--- config.mk ---
export PLATFORM = sky130hd
export DESIGN_NAME = isr_status_top
export DESIGN_NICKNAME = d
export VERILOG_FILES = /design/src/isr_pkg.sv /design/src/isr_status_top.sv /design/src/isr_pin_sync.sv /design/src/isr_event_latch.sv
export SDC_FILE = /design/constraint.sdc
export NUM_CORES = 1
export LEC_CHECK = 0
export BUFFER_PORTS_ARGS = -buffer_cell sky130_fd_sc_hd__buf_2
export CORE_UTILIZATION = 29
export DETAILED_ROUTE_END_ITERATION = 12
export GPL_ROUTABILITY_DRIVEN = 0
export GPL_TIMING_DRIVEN = 0
export PLACE_DENSITY = 0.55
export SYNTH_ARGS = -nofsm -noshare
export SYNTH_HDL_FRONTEND = slang
export SYNTH_HIERARCHICAL = 1
export SYNTH_SLANG_ARGS = --single-unit
--- constraint.sdc ---
create_clock -name clk_sys -period 2.8 [get_ports clk_sys]
set_input_delay 0.28 -clock clk_sys [delete_from_list [all_inputs] [get_ports clk_sys]]
set_output_delay 0.28 -clock clk_sys [all_outputs]
set_load 0.1 [all_outputs]
--- src/isr_pkg.sv ---
// Constants for the instrument status reporting block
// ----------------------------------------------------------------------------
// Overview of operation
// - Operation condition bit 10 flags constant current, bit 8 constant voltage.
// - Operation group: awaiting trigger bit 5, pulse primed 6, transient done 9.
// - Operation layout: list running 14, list finished 12, sample done 11; rest unused.
// - Operation condition follows live state unlatched; query returns current contents.
// - Operation event register is read-only and holds every event until read.
// - Reading operation events returns the value, then clears all bits except those rising in the read cycle.
// - Status byte bit 7 is OR of operation events gated by enable mask.
// - Operation enable mask query returns the last written value.
// - Preset loads operation mask with 8193 and questionable mask with 255.
// - Only questionable bits 13 and 12 latch events.
// - Mode fault bits 0 and 1 never reach the questionable event register.
// - Reading questionable events returns the latched value, then clears it.
// - Questionable: current error 13, voltage error 12, mode faults 1 and 0.
// - Questionable bit 14 flags the supply absorbing load energy.
// - Questionable: follower unit error bit 6, thermal fault bit 3; rest unused.
// - Questionable condition tracks live conditions unlatched, one meaning active.
// - Both mode fault bits may stand together while output settles.
// - Status byte bit 3 is OR of questionable events gated by enable mask.
// ----------------------------------------------------------------------------
package isr_pkg;
  localparam int REG_W = 16;

  // Operation group bit positions
  localparam int OP_AWAITING_TRIGGER = 5;
  localparam int OP_PULSE_PRIMED     = 6;
  localparam int OP_CONSTANT_VOLTAGE = 8;
  localparam int OP_TRANSIENT_DONE   = 9;
  localparam int OP_CONSTANT_CURRENT = 10;
  localparam int OP_SAMPLE_DONE      = 11;
  localparam int OP_LIST_FINISHED    = 12;
  localparam int OP_LIST_RUNNING     = 14;

  // Questionable group bit positions
  localparam int QU_VOLTAGE_MODE_FAULT  = 0;
  localparam int QU_CURRENT_MODE_FAULT  = 1;
  localparam int QU_THERMAL_FAULT       = 3;
  localparam int QU_FOLLOWER_UNIT_ERROR = 6;
  localparam int QU_VOLTAGE_ERROR       = 12;
  localparam int QU_CURRENT_ERROR       = 13;
  localparam int QU_ABSORBING_ENERGY    = 14;

  // Used and latching bit sets
  localparam logic [15:0] OP_USED_MASK    = 16'h5F60;
  localparam logic [15:0] QU_USED_MASK    = 16'h704B;
  localparam logic [15:0] QU_LATCH_MASK   = 16'h3000;

  // Preset and reset values of the enable masks
  localparam logic [15:0] OP_MASK_PRESET  = 16'h2001;
  localparam logic [15:0] QU_MASK_PRESET  = 16'h00FF;
  localparam logic [15:0] OP_MASK_RESET   = 16'h0000;
  localparam logic [15:0] QU_MASK_RESET   = 16'h0000;

  // Status byte summary positions
  localparam int SB_QUES_SUMMARY = 3;
  localparam int SB_OPER_SUMMARY = 7;

  // Command codes of the query port
  localparam logic [3:0] CMD_OP_COND_RD  = 4'h0;
  localparam logic [3:0] CMD_OP_EVENT_RD = 4'h1;
  localparam logic [3:0] CMD_OP_MASK_RD  = 4'h2;
  localparam logic [3:0] CMD_OP_MASK_WR  = 4'h3;
  localparam logic [3:0] CMD_QU_COND_RD  = 4'h4;
  localparam logic [3:0] CMD_QU_EVENT_RD = 4'h5;
  localparam logic [3:0] CMD_QU_MASK_RD  = 4'h6;
  localparam logic [3:0] CMD_QU_MASK_WR  = 4'h7;
  localparam logic [3:0] CMD_PRESET      = 4'h8;
endpackage

--- src/isr_status_top.sv ---
// Status reporting register bank: condition, event, mask and status byte
`timescale 1ns/1ps
module isr_status_top
  import isr_pkg::*;
#(
  parameter int W = REG_W
)
(
  // Clock and reset
  input  wire logic         clk_sys,
  input  wire logic         reset,
  // Operating state pins
  input  wire logic         constant_current,
  input  wire logic         constant_voltage,
  input  wire logic         list_running,
  input  wire logic         list_finished,
  input  wire logic         sample_done,
  input  wire logic         transient_done,
  input  wire logic         pulse_primed,
  input  wire logic         awaiting_trigger,
  // Questionable state pins
  input  wire logic         absorbing_load_energy,
  input  wire logic         current_error,
  input  wire logic         voltage_error,
  input  wire logic         follower_unit_error,
  input  wire logic         thermal_fault,
  input  wire logic         current_mode_fault,
  input  wire logic         voltage_mode_fault,
  // Query command port
  input  wire logic         cmd_valid,
  input  wire logic [3:0]   cmd_code,
  input  wire logic [15:0]  cmd_data,
  // Query answer
  output logic              rsp_valid,
  output logic [15:0]       rsp_data,
  output logic              rsp_error,
  // Status byte summary bits
  output logic [7:0]        status_byte
);
  logic [15:0] op_raw;
  logic [15:0] qu_raw;
  logic [15:0] operation_condition;
  logic [15:0] questionable_condition;
  logic [15:0] operation_enable_mask;
  logic [15:0] questionable_enable_mask;
  logic [15:0] operation_event_latch;
  logic [15:0] questionable_event_latch;
  logic [15:0] next_op_event;
  logic [15:0] next_qu_event;
  logic [15:0] op_rise;
  logic [15:0] qu_rise;
  logic [15:0] next_op_mask;
  logic [15:0] next_qu_mask;
  logic [15:0] next_rsp_data;
  logic        next_rsp_error;
  logic        op_read;
  logic        qu_read;

  if (W != 16)
  begin : g_chk
    $error("isr_status_top registers are fixed at 16 bits");
  end

  // Command match, used for the read strobe, mask write and preset decodes below
  function automatic logic cmd_is(input logic v, input logic [3:0] code,
                                  input logic [3:0] want);
    cmd_is = v && (code == want);
  endfunction

  // Place each pin at its register bit position; unused bits stay zero
  always_comb
  begin
    op_raw                        = '0;
    op_raw[OP_CONSTANT_CURRENT]   = constant_current;
    op_raw[OP_CONSTANT_VOLTAGE]   = constant_voltage;
    op_raw[OP_AWAITING_TRIGGER]   = awaiting_trigger;
    op_raw[OP_PULSE_PRIMED]       = pulse_primed;
    op_raw[OP_TRANSIENT_DONE]     = transient_done;
    op_raw[OP_LIST_RUNNING]       = list_running;
    op_raw[OP_LIST_FINISHED]      = list_finished;
    op_raw[OP_SAMPLE_DONE]        = sample_done;
  end

  // Mode faults pass independently, so both may show while output settles
  always_comb
  begin
    qu_raw                         = '0;
    qu_raw[QU_CURRENT_ERROR]       = current_error;
    qu_raw[QU_VOLTAGE_ERROR]       = voltage_error;
    qu_raw[QU_CURRENT_MODE_FAULT]  = current_mode_fault;
    qu_raw[QU_VOLTAGE_MODE_FAULT]  = voltage_mode_fault;
    qu_raw[QU_ABSORBING_ENERGY]    = absorbing_load_energy;
    qu_raw[QU_FOLLOWER_UNIT_ERROR] = follower_unit_error;
    qu_raw[QU_THERMAL_FAULT]       = thermal_fault;
  end

  // Live condition registers: pins cross in, nothing latched
  isr_pin_sync #(.W(16)) u_op_sync
  (
    .clk_sys    (clk_sys),
    .reset      (reset),
    .pin_raw    (op_raw),
    .pin_stable (operation_condition)
  );

  isr_pin_sync #(.W(16)) u_qu_sync
  (
    .clk_sys    (clk_sys),
    .reset      (reset),
    .pin_raw    (qu_raw),
    .pin_stable (questionable_condition)
  );

  // Clearing reads of the event registers
  assign op_read = cmd_is(cmd_valid, cmd_code, CMD_OP_EVENT_RD);
  assign qu_read = cmd_is(cmd_valid, cmd_code, CMD_QU_EVENT_RD);

  // Operation events latch on every used bit
  isr_event_latch #(.W(16), .LATCH_MASK(OP_USED_MASK)) u_op_event
  (
    .clk_sys    (clk_sys),
    .reset      (reset),
    .cond       (operation_condition),
    .read_clear (op_read),
    .event_q    (operation_event_latch),
    .next_event (next_op_event),
    .rise       (op_rise)
  );

  // Questionable events latch on the current and voltage error bits only
  isr_event_latch #(.W(16), .LATCH_MASK(QU_LATCH_MASK)) u_qu_event
  (
    .clk_sys    (clk_sys),
    .reset      (reset),
    .cond       (questionable_condition),
    .read_clear (qu_read),
    .event_q    (questionable_event_latch),
    .next_event (next_qu_event),
    .rise       (qu_rise)
  );

  // Mask writes keep all 16 bits; preset overrides both masks
  always_comb
  begin
    next_op_mask = operation_enable_mask;
    next_qu_mask = questionable_enable_mask;
    if (cmd_is(cmd_valid, cmd_code, CMD_OP_MASK_WR))
      next_op_mask = cmd_data;
    if (cmd_is(cmd_valid, cmd_code, CMD_QU_MASK_WR))
      next_qu_mask = cmd_data;
    if (cmd_is(cmd_valid, cmd_code, CMD_PRESET))
    begin
      next_op_mask = OP_MASK_PRESET;
      next_qu_mask = QU_MASK_PRESET;
    end
  end

  // Enable mask storage
  always_ff @(posedge clk_sys)
  begin
    if (reset)
    begin
      operation_enable_mask    <= OP_MASK_RESET;
      questionable_enable_mask <= QU_MASK_RESET;
    end
    else
    begin
      operation_enable_mask    <= next_op_mask;
      questionable_enable_mask <= next_qu_mask;
    end
  end

  // Summaries use next values so the byte always matches the stored registers
  always_ff @(posedge clk_sys)
  begin
    if (reset)
      status_byte <= 8'h00;
    else
    begin
      status_byte                  <= 8'h00;
      status_byte[SB_OPER_SUMMARY] <= |(next_op_event & next_op_mask);
      status_byte[SB_QUES_SUMMARY] <= |(next_qu_event & next_qu_mask);
    end
  end

  // Answer selection; event reads return the value before the clear
  always_comb
  begin
    next_rsp_data  = 16'h0000;
    next_rsp_error = 1'b0;
    unique case (cmd_code)
      CMD_OP_COND_RD:  next_rsp_data = operation_condition;
      CMD_OP_EVENT_RD: next_rsp_data = operation_event_latch;
      CMD_OP_MASK_RD:  next_rsp_data = operation_enable_mask;
      CMD_QU_COND_RD:  next_rsp_data = questionable_condition;
      CMD_QU_EVENT_RD: next_rsp_data = questionable_event_latch;
      CMD_QU_MASK_RD:  next_rsp_data = questionable_enable_mask;
      CMD_OP_MASK_WR,
      CMD_QU_MASK_WR,
      CMD_PRESET:      next_rsp_data = 16'h0000;
      default:         next_rsp_error = 1'b1;
    endcase
  end

  // Every command gets exactly one answer the following cycle
  always_ff @(posedge clk_sys)
  begin
    if (reset)
    begin
      rsp_valid <= 1'b0;
      rsp_data  <= 16'h0000;
      rsp_error <= 1'b0;
    end
    else
    begin
      rsp_valid <= cmd_valid;
      rsp_data  <= cmd_valid ? next_rsp_data : 16'h0000;
      rsp_error <= cmd_valid & next_rsp_error;
    end
  end
endmodule

--- src/isr_pin_sync.sv ---
// Three-stage pin synchroniser with agreement filter
`timescale 1ns/1ps
module isr_pin_sync
  import isr_pkg::*;
#(
  parameter int W = 16
)
(
  // Clock and reset
  input  wire logic         clk_sys,
  input  wire logic         reset,
  // Pins and filtered result
  input  wire logic [W-1:0] pin_raw,
  output logic      [W-1:0] pin_stable
);
  logic [W-1:0] stage1;
  logic [W-1:0] stage2;
  logic [W-1:0] stage3;

  if (W < 1)
  begin : g_chk
    $error("isr_pin_sync needs W of at least 1");
  end

  // Shift chain; stage1 feeds only stage2 to keep metastability contained
  always_ff @(posedge clk_sys)
  begin
    if (reset)
    begin
      stage1 <= '0;
      stage2 <= '0;
      stage3 <= '0;
    end
    else
    begin
      stage1 <= pin_raw;
      stage2 <= stage1;
      stage3 <= stage2;
    end
  end

  // A bit changes only once stages two and three agree; no latching beyond that
  always_ff @(posedge clk_sys)
  begin
    if (reset)
      pin_stable <= '0;
    else
      pin_stable <= (stage3 & ~(stage2 ^ stage3)) | (pin_stable & (stage2 ^ stage3));
  end
endmodule

--- src/isr_event_latch.sv ---
// Rising-edge event latch with clear-on-read, set beating clear
`timescale 1ns/1ps
module isr_event_latch
  import isr_pkg::*;
#(
  parameter int          W          = 16,
  parameter logic [15:0] LATCH_MASK = 16'hFFFF
)
(
  // Clock and reset
  input  wire logic         clk_sys,
  input  wire logic         reset,
  // Condition in, read strobe
  input  wire logic [W-1:0] cond,
  input  wire logic         read_clear,
  // Latched events and the value they take at the next edge
  output logic      [W-1:0] event_q,
  output logic      [W-1:0] next_event,
  output logic      [W-1:0] rise
);
  logic [W-1:0] cond_prev;

  if (W < 1 || W > 16)
  begin : g_chk
    $error("isr_event_latch supports W from 1 to 16");
  end

  // Only masked bits may ever latch
  assign rise       = cond & ~cond_prev & LATCH_MASK[W-1:0];
  assign next_event = (read_clear ? '0 : event_q) | rise;

  // Previous condition remembered to detect a rise
  always_ff @(posedge clk_sys)
  begin
    if (reset)
      cond_prev <= '0;
    else
      cond_prev <= cond;
  end

  // Events hold until a read clears them
  always_ff @(posedge clk_sys)
  begin
    if (reset)
      event_q <= '0;
    else
      event_q <= next_event;
  end
endmodule

* Word level (Yosys, flattened, before mapping) *
Cells that the tools add are included.

storage, ports and cells
  flip-flop bits (word level) = 247
  bits of input ports = 38
  output and inout port bits = 26
  logic and storage cells = 67

cells by class
  equality and inequality tests = 8
  mux-type cells = 8
  bitwise logic cells = 20
  reductions and logical operators = 10

operator list
  operator                                             count
  AND 16 bit                                           6
  2-to-1 mux 16 bit                                    6
  one-hot mux 16 bit (6 select lines)                  1
  inverter 16 bit                                      2
  OR 16 bit                                            2
  OR reduction 16 bit                                  2
  bitwise XOR 16 bit                                   2
  equality test 4 x 3 -> 1 bit, second input constant  4
  OR 16 x 14 -> 16 bit                                 1
  OR 16 x 15 -> 16 bit                                 1
  AND 15 bit                                           1
  inverter 15 bit                                      1
  AND 14 bit                                           1
  inverter 14 bit                                      1
  OR reduction 9 bit                                   1
  equality test 4 x 2 -> 1 bit, second input constant  2
  logical AND 1 bit                                    5
  equality test 4 x 1 -> 1 bit, second input constant  1
  equality test 4 bit, second input constant           1
  zero test 4 bit                                      1
  OR reduction 2 bit                                   1
  AND 1 bit                                            1
  2-to-1 mux 1 bit                                     1
  inverter 1 bit                                       1

* Longest topological paths before layout *
  word-level depth = 6
  mapped depth = 11
  mapped depth without buffers = 8

* Hierarchy *
Netlist, hierarchy kept.

by module, submodules not included
  module                        instances  cells an instance  area an instance (um^2)  seq. area each (um^2)
  isr_pin_sync                  2          167                2050.7                   1281.2
  isr_status_top                1          311                2736.4                   1041.0
  isr_event_latch (u_op_event)  1          100                980.9                    480.5
  isr_event_latch (u_qu_event)  1          75                 758.2                    360.3

* Worst setup path before layout *
Ideal clock, no wire load.

  kind = input port to flip-flop
  start point = in cmd_valid
  end point = reg status_byte[7]
  setup time = 0.138 ns
  data arrival time = 2.284 ns
  data required time = 2.662 ns
  path slack = 0.378 ns
  stages = 10
  path buffers = 3
  path through = clkbuf_2 > buf_2 > inv_1 > nor4_1 > buf_6 > nand2b_4 > nand2_1 > a22o_1 > a221oi_1 > a41oi_1

between the ends
  word-level cells in the longest chain between the ends = 5
  elaborated cells between the ends (all ways) = 9
  classes of those cells = 3 x mux; 2 x bitwise; 4 x reduce/logical

ends and longest elaborated chain
  element                        line                   text
  start, declared                isr_status_top.sv:30   input wire logic cmd_valid,
  logical AND 1 bit              isr_status_top.sv:67   cmd_is = v && (code == want);
  named net op_read              isr_status_top.sv:56   logic op_read;
  2-to-1 mux 16 bit              isr_event_latch.sv:30  assign next_event = (read_clear ? '0 : event_q) | rise;
  OR 16 x 15 -> 16 bit           isr_event_latch.sv:30
  named net next_op_event[14]    isr_status_top.sv:48   logic [15:0] next_op_event;
  AND 16 bit                     isr_status_top.sv:181  status_byte[SB_OPER_SUMMARY] <= |(next_op_event & next_op_mask);
  OR reduction 16 bit            isr_status_top.sv:181
  end signal, assigned by index  isr_status_top.sv:181
  end signal, assigned by index  isr_status_top.sv:182  status_byte[SB_QUES_SUMMARY] <= |(next_qu_event & next_qu_mask);
  end, declared                  isr_status_top.sv:38   output logic [7:0] status_byte

The timed path passes the listed nets, and every way through them passes these cells.
A chain may end at the register's enable or synchronous reset.

* Final worst setup path *
  start point = in cmd_valid
  end point = reg status_byte[3]

between the ends
  word-level cells in the longest chain between the ends = 5
  elaborated cells between the ends (all ways) = 9
  classes of those cells = 3 x mux; 2 x bitwise; 4 x reduce/logical

ends and longest elaborated chain
  element                      line                   text
  logical AND 1 bit            isr_status_top.sv:67
  named net qu_read            isr_status_top.sv:57   logic qu_read;
  2-to-1 mux 16 bit            isr_event_latch.sv:30
  OR 16 x 14 -> 16 bit         isr_event_latch.sv:30
  named net next_qu_event[13]  isr_status_top.sv:49   logic [15:0] next_qu_event;
  AND 16 bit                   isr_status_top.sv:182
  OR reduction 16 bit          isr_status_top.sv:182

The timed path passes the listed nets, and every way through them passes these cells.

==> qor.txt <==
CLOCKING
------------------------------------------------------------------------------------------
Clock edge transition at the registers on the reported setup and hold paths        0.06 ns
CTS Buf Count                                                                           24
Clock latency of the later-clocked register in the worst-skew pair                 0.52 ns
H-tree lvl count                                                                         1
Number of cells upsized or downsized after cts                                           0
Clock root cell                                                               sky130_fd_sc_hd__clkbuf_16
Buffers inserted by post-CTS timing repair                                               0
CTS sink count                                                                         222
CTS Hold Buffers Added                                                                  13
Clock tree from TritonCTS                                                             done
CTS Buffer Depth                                                                         3

CRITICAL PATH
------------------------------------------------------------------------------------------
Largest fanout on the critical path                                                     10
Crit-path slowest cell                                                        sky130_fd_sc_hd__nor3_1
Number of cells on the worst reg-to-reg path                                             5
Critical Path, Cell by Cell                                                   clkbuf_2, buf_2, inv_1, nor3_1, buf_6, nand2b_4, nand2_1, o221a_2, a221oi_2, and4_1, a41oi_1
Setup crit start kind                                                           input port
Data arrival time of the critical path                                             2.93 ns
Worst Path Required                                                                3.14 ns
Kind of critical path                                                               in2reg
Maximum cell stage delay along the critical path                                   0.91 ns
Critical Path Sink Type                                                               flop

TIMING
------------------------------------------------------------------------------------------
Minimum clock period                                                               2.59 ns
Slew at the pin with the worst max-slew slack                                      1.10 ns
Period Utilization, post-route                                                       0.924
Slew headroom                                                                        0.261
Worst Clk Skew                                                                   0.0193 ns
Final Max Slew Viols                                                                     0
Count of final setup violators                                                           0
Hold Fails Final Rpt                                                                     0
RSZ-0062 raised after global routing                                                    no
Highest Clock Rate                                                                 386 MHz

LOGIC SYNTHESIS
------------------------------------------------------------------------------------------
Synthesized netlist cell count                                                         786
Netlist area before placement                                                     8370 um2
Warnings from Yosys                                                                      6
Average footprint of a synthesized cell                                           10.6 um2

FINAL LAYOUT
------------------------------------------------------------------------------------------
Layout cells sized above 1                                                           0.315
Area growth, synth to finish                                                         21.7%
Commonest non-fill, non-tap cells in the layout                               222 x sky130_fd_sc_hd__dfxtp_1, 98 x sky130_fd_sc_hd__nor2b_2, 63 x sky130_fd_sc_hd__buf_2, 59 x sky130_fd_sc_hd__nand2_1, 57 x sky130_fd_sc_hd__nor2b_1
NumNets Final                                                                          942
Register Area                                                                     4440 um2
Count of fill cells added during filler insertion                                     2848
Most common cell after layout, fill and taps aside                            sky130_fd_sc_hd__dfxtp_1
Area of combinational cells with multiple inputs                                  3620 um2
Non-filler instance count after layout                                                1300

PLACE
------------------------------------------------------------------------------------------
Detail Placement HPWL                                                             15400 um
Number of input and output port buffers inserted                                        56
Cells after DPL                                                                       1243

GLOBAL ROUTING
------------------------------------------------------------------------------------------
Initial antenna violation count                                                          1
Via count of the first global-routing pass                                            5559
Global-route wire length before repair                                            32300 um
Aggregate global routing overflow                                                        0
Tot GR Track Use                                                                     0.145
Pin count of the biggest net entering global routing                                    21

PWR
------------------------------------------------------------------------------------------
Combinational Power Share                                                            0.055
Clock network power share                                                            0.475
Static Leakage                                                                  0.00390 uW
Switching share of total power                                                       0.224
Areal power density over the cells                                              682 nW/um2
Internal power of the cells                                                        5390 uW
Worst-case vdd ir drop                                                            0.367 mV
Fraction of power consumed by sequential logic                                       0.470
Final Total Pwr                                                                    6950 uW
Switching power                                                                    1560 uW

ROUTE
------------------------------------------------------------------------------------------
Number of DRC violations after detailed-routing iteration 0                            399
DRC violations left                                                                      0
Length of the first detailed-routing pass in iterations                                  5
Number of nets with antenna violations after routing                                     0
Wirelength per Cell                                                                16.2 um
Final routed wirelength across all metal layers                                   21100 um
Vias per cell                                                                         4.58
Via count of the routed design                                                        5949

MIN PATH
------------------------------------------------------------------------------------------
Worst min-delay path class                                                          in2reg
Number of instances on the worst hold path                                               2

OUTCOME
------------------------------------------------------------------------------------------
Outcome                                                                       finished clean

FLOORPLAN
------------------------------------------------------------------------------------------
Die width                                                                           172 um
Top Ports                                                                               64
Cell Rows                                                                               61
Core area                                                                        28100 um2
Effective utilization at floorplan                                                   0.298
Die footprint                                                                    29500 um2
Die height                                                                          172 um

JOB
------------------------------------------------------------------------------------------
Count of maximum capacitance violations                                                  0

[worst max-delay path: cells and delay by family]
family,cells,cell delay [ns]
compound gates,3,0.46
simple gates,4,1.32
buf+inv,4,0.87
[area by class of cell]
cell class | instances | share of cell area
Multi-Input combinational cell | 528 | 0.356
Sequential cell | 222 | 0.436
Tap cell | 378 | 0.0464
Timing Repair Buffer | 70 | 0.0410
Inverter | 10 | 0.00369
Antenna cell | 1 | 0.000246
Clock buffer | 30 | 0.0672
Buffer | 48 | 0.0345
Clock inverter | 13 | 0.0149
[power groups by stage]
stage          combinational, uW  sequential [uW]  clock [uW]
3_3_place_gp                 367             3330           0
4_1_cts                      383             3260        3360
5_1_grt                      412             3270        3510
3_5_place_dp                 368             3330           0
6_report                     383             3260        3300
2_1_floorplan                249             3340           0
[final timing paths]
check | from | to | slack (ns)
max | cmd_valid | status_byte[3] | 0.21
min reg2reg | u_qu_sync/stage3[4] | flop | 0.43
max reg2reg | operation_enable_mask[14] | status_byte[7] | 1.18
min | current_mode_fault | u_qu_sync/stage1[1] | 0.002
[routing by layer]
layer,part of all wire,global-route usage,up-vias
li1,-,-,2923
met1,0.46,0.196,2787
met2,0.45,0.231,196
met3,0.066,0.0279,43
met4,0.027,0.0477,0
met5,0,0,-
[per-stage QoR]
step / cell area [um2] / TNS [ns] / hold slack (ns) / worst slack (ns) / utilization
2_1_floorplan: 8450 / 0 / 0.352 / 0.380 / -
3_3_place_gp: 9200 / -1.90 / 0.417 / -0.903 / 0.328
3_5_place_dp: 9220 / -0.326 / 0.422 / -0.326 / 0.328
4_1_cts: 10200 / 0 / 0.00194 / 0.205 / 0.363
5_1_grt: 10200 / 0 / 0.0218 / 0.0606 / 0.363
6_report: 10200 / 0 / 0.00201 / 0.212 / 0.363
(Power assumes the default switching activity.)
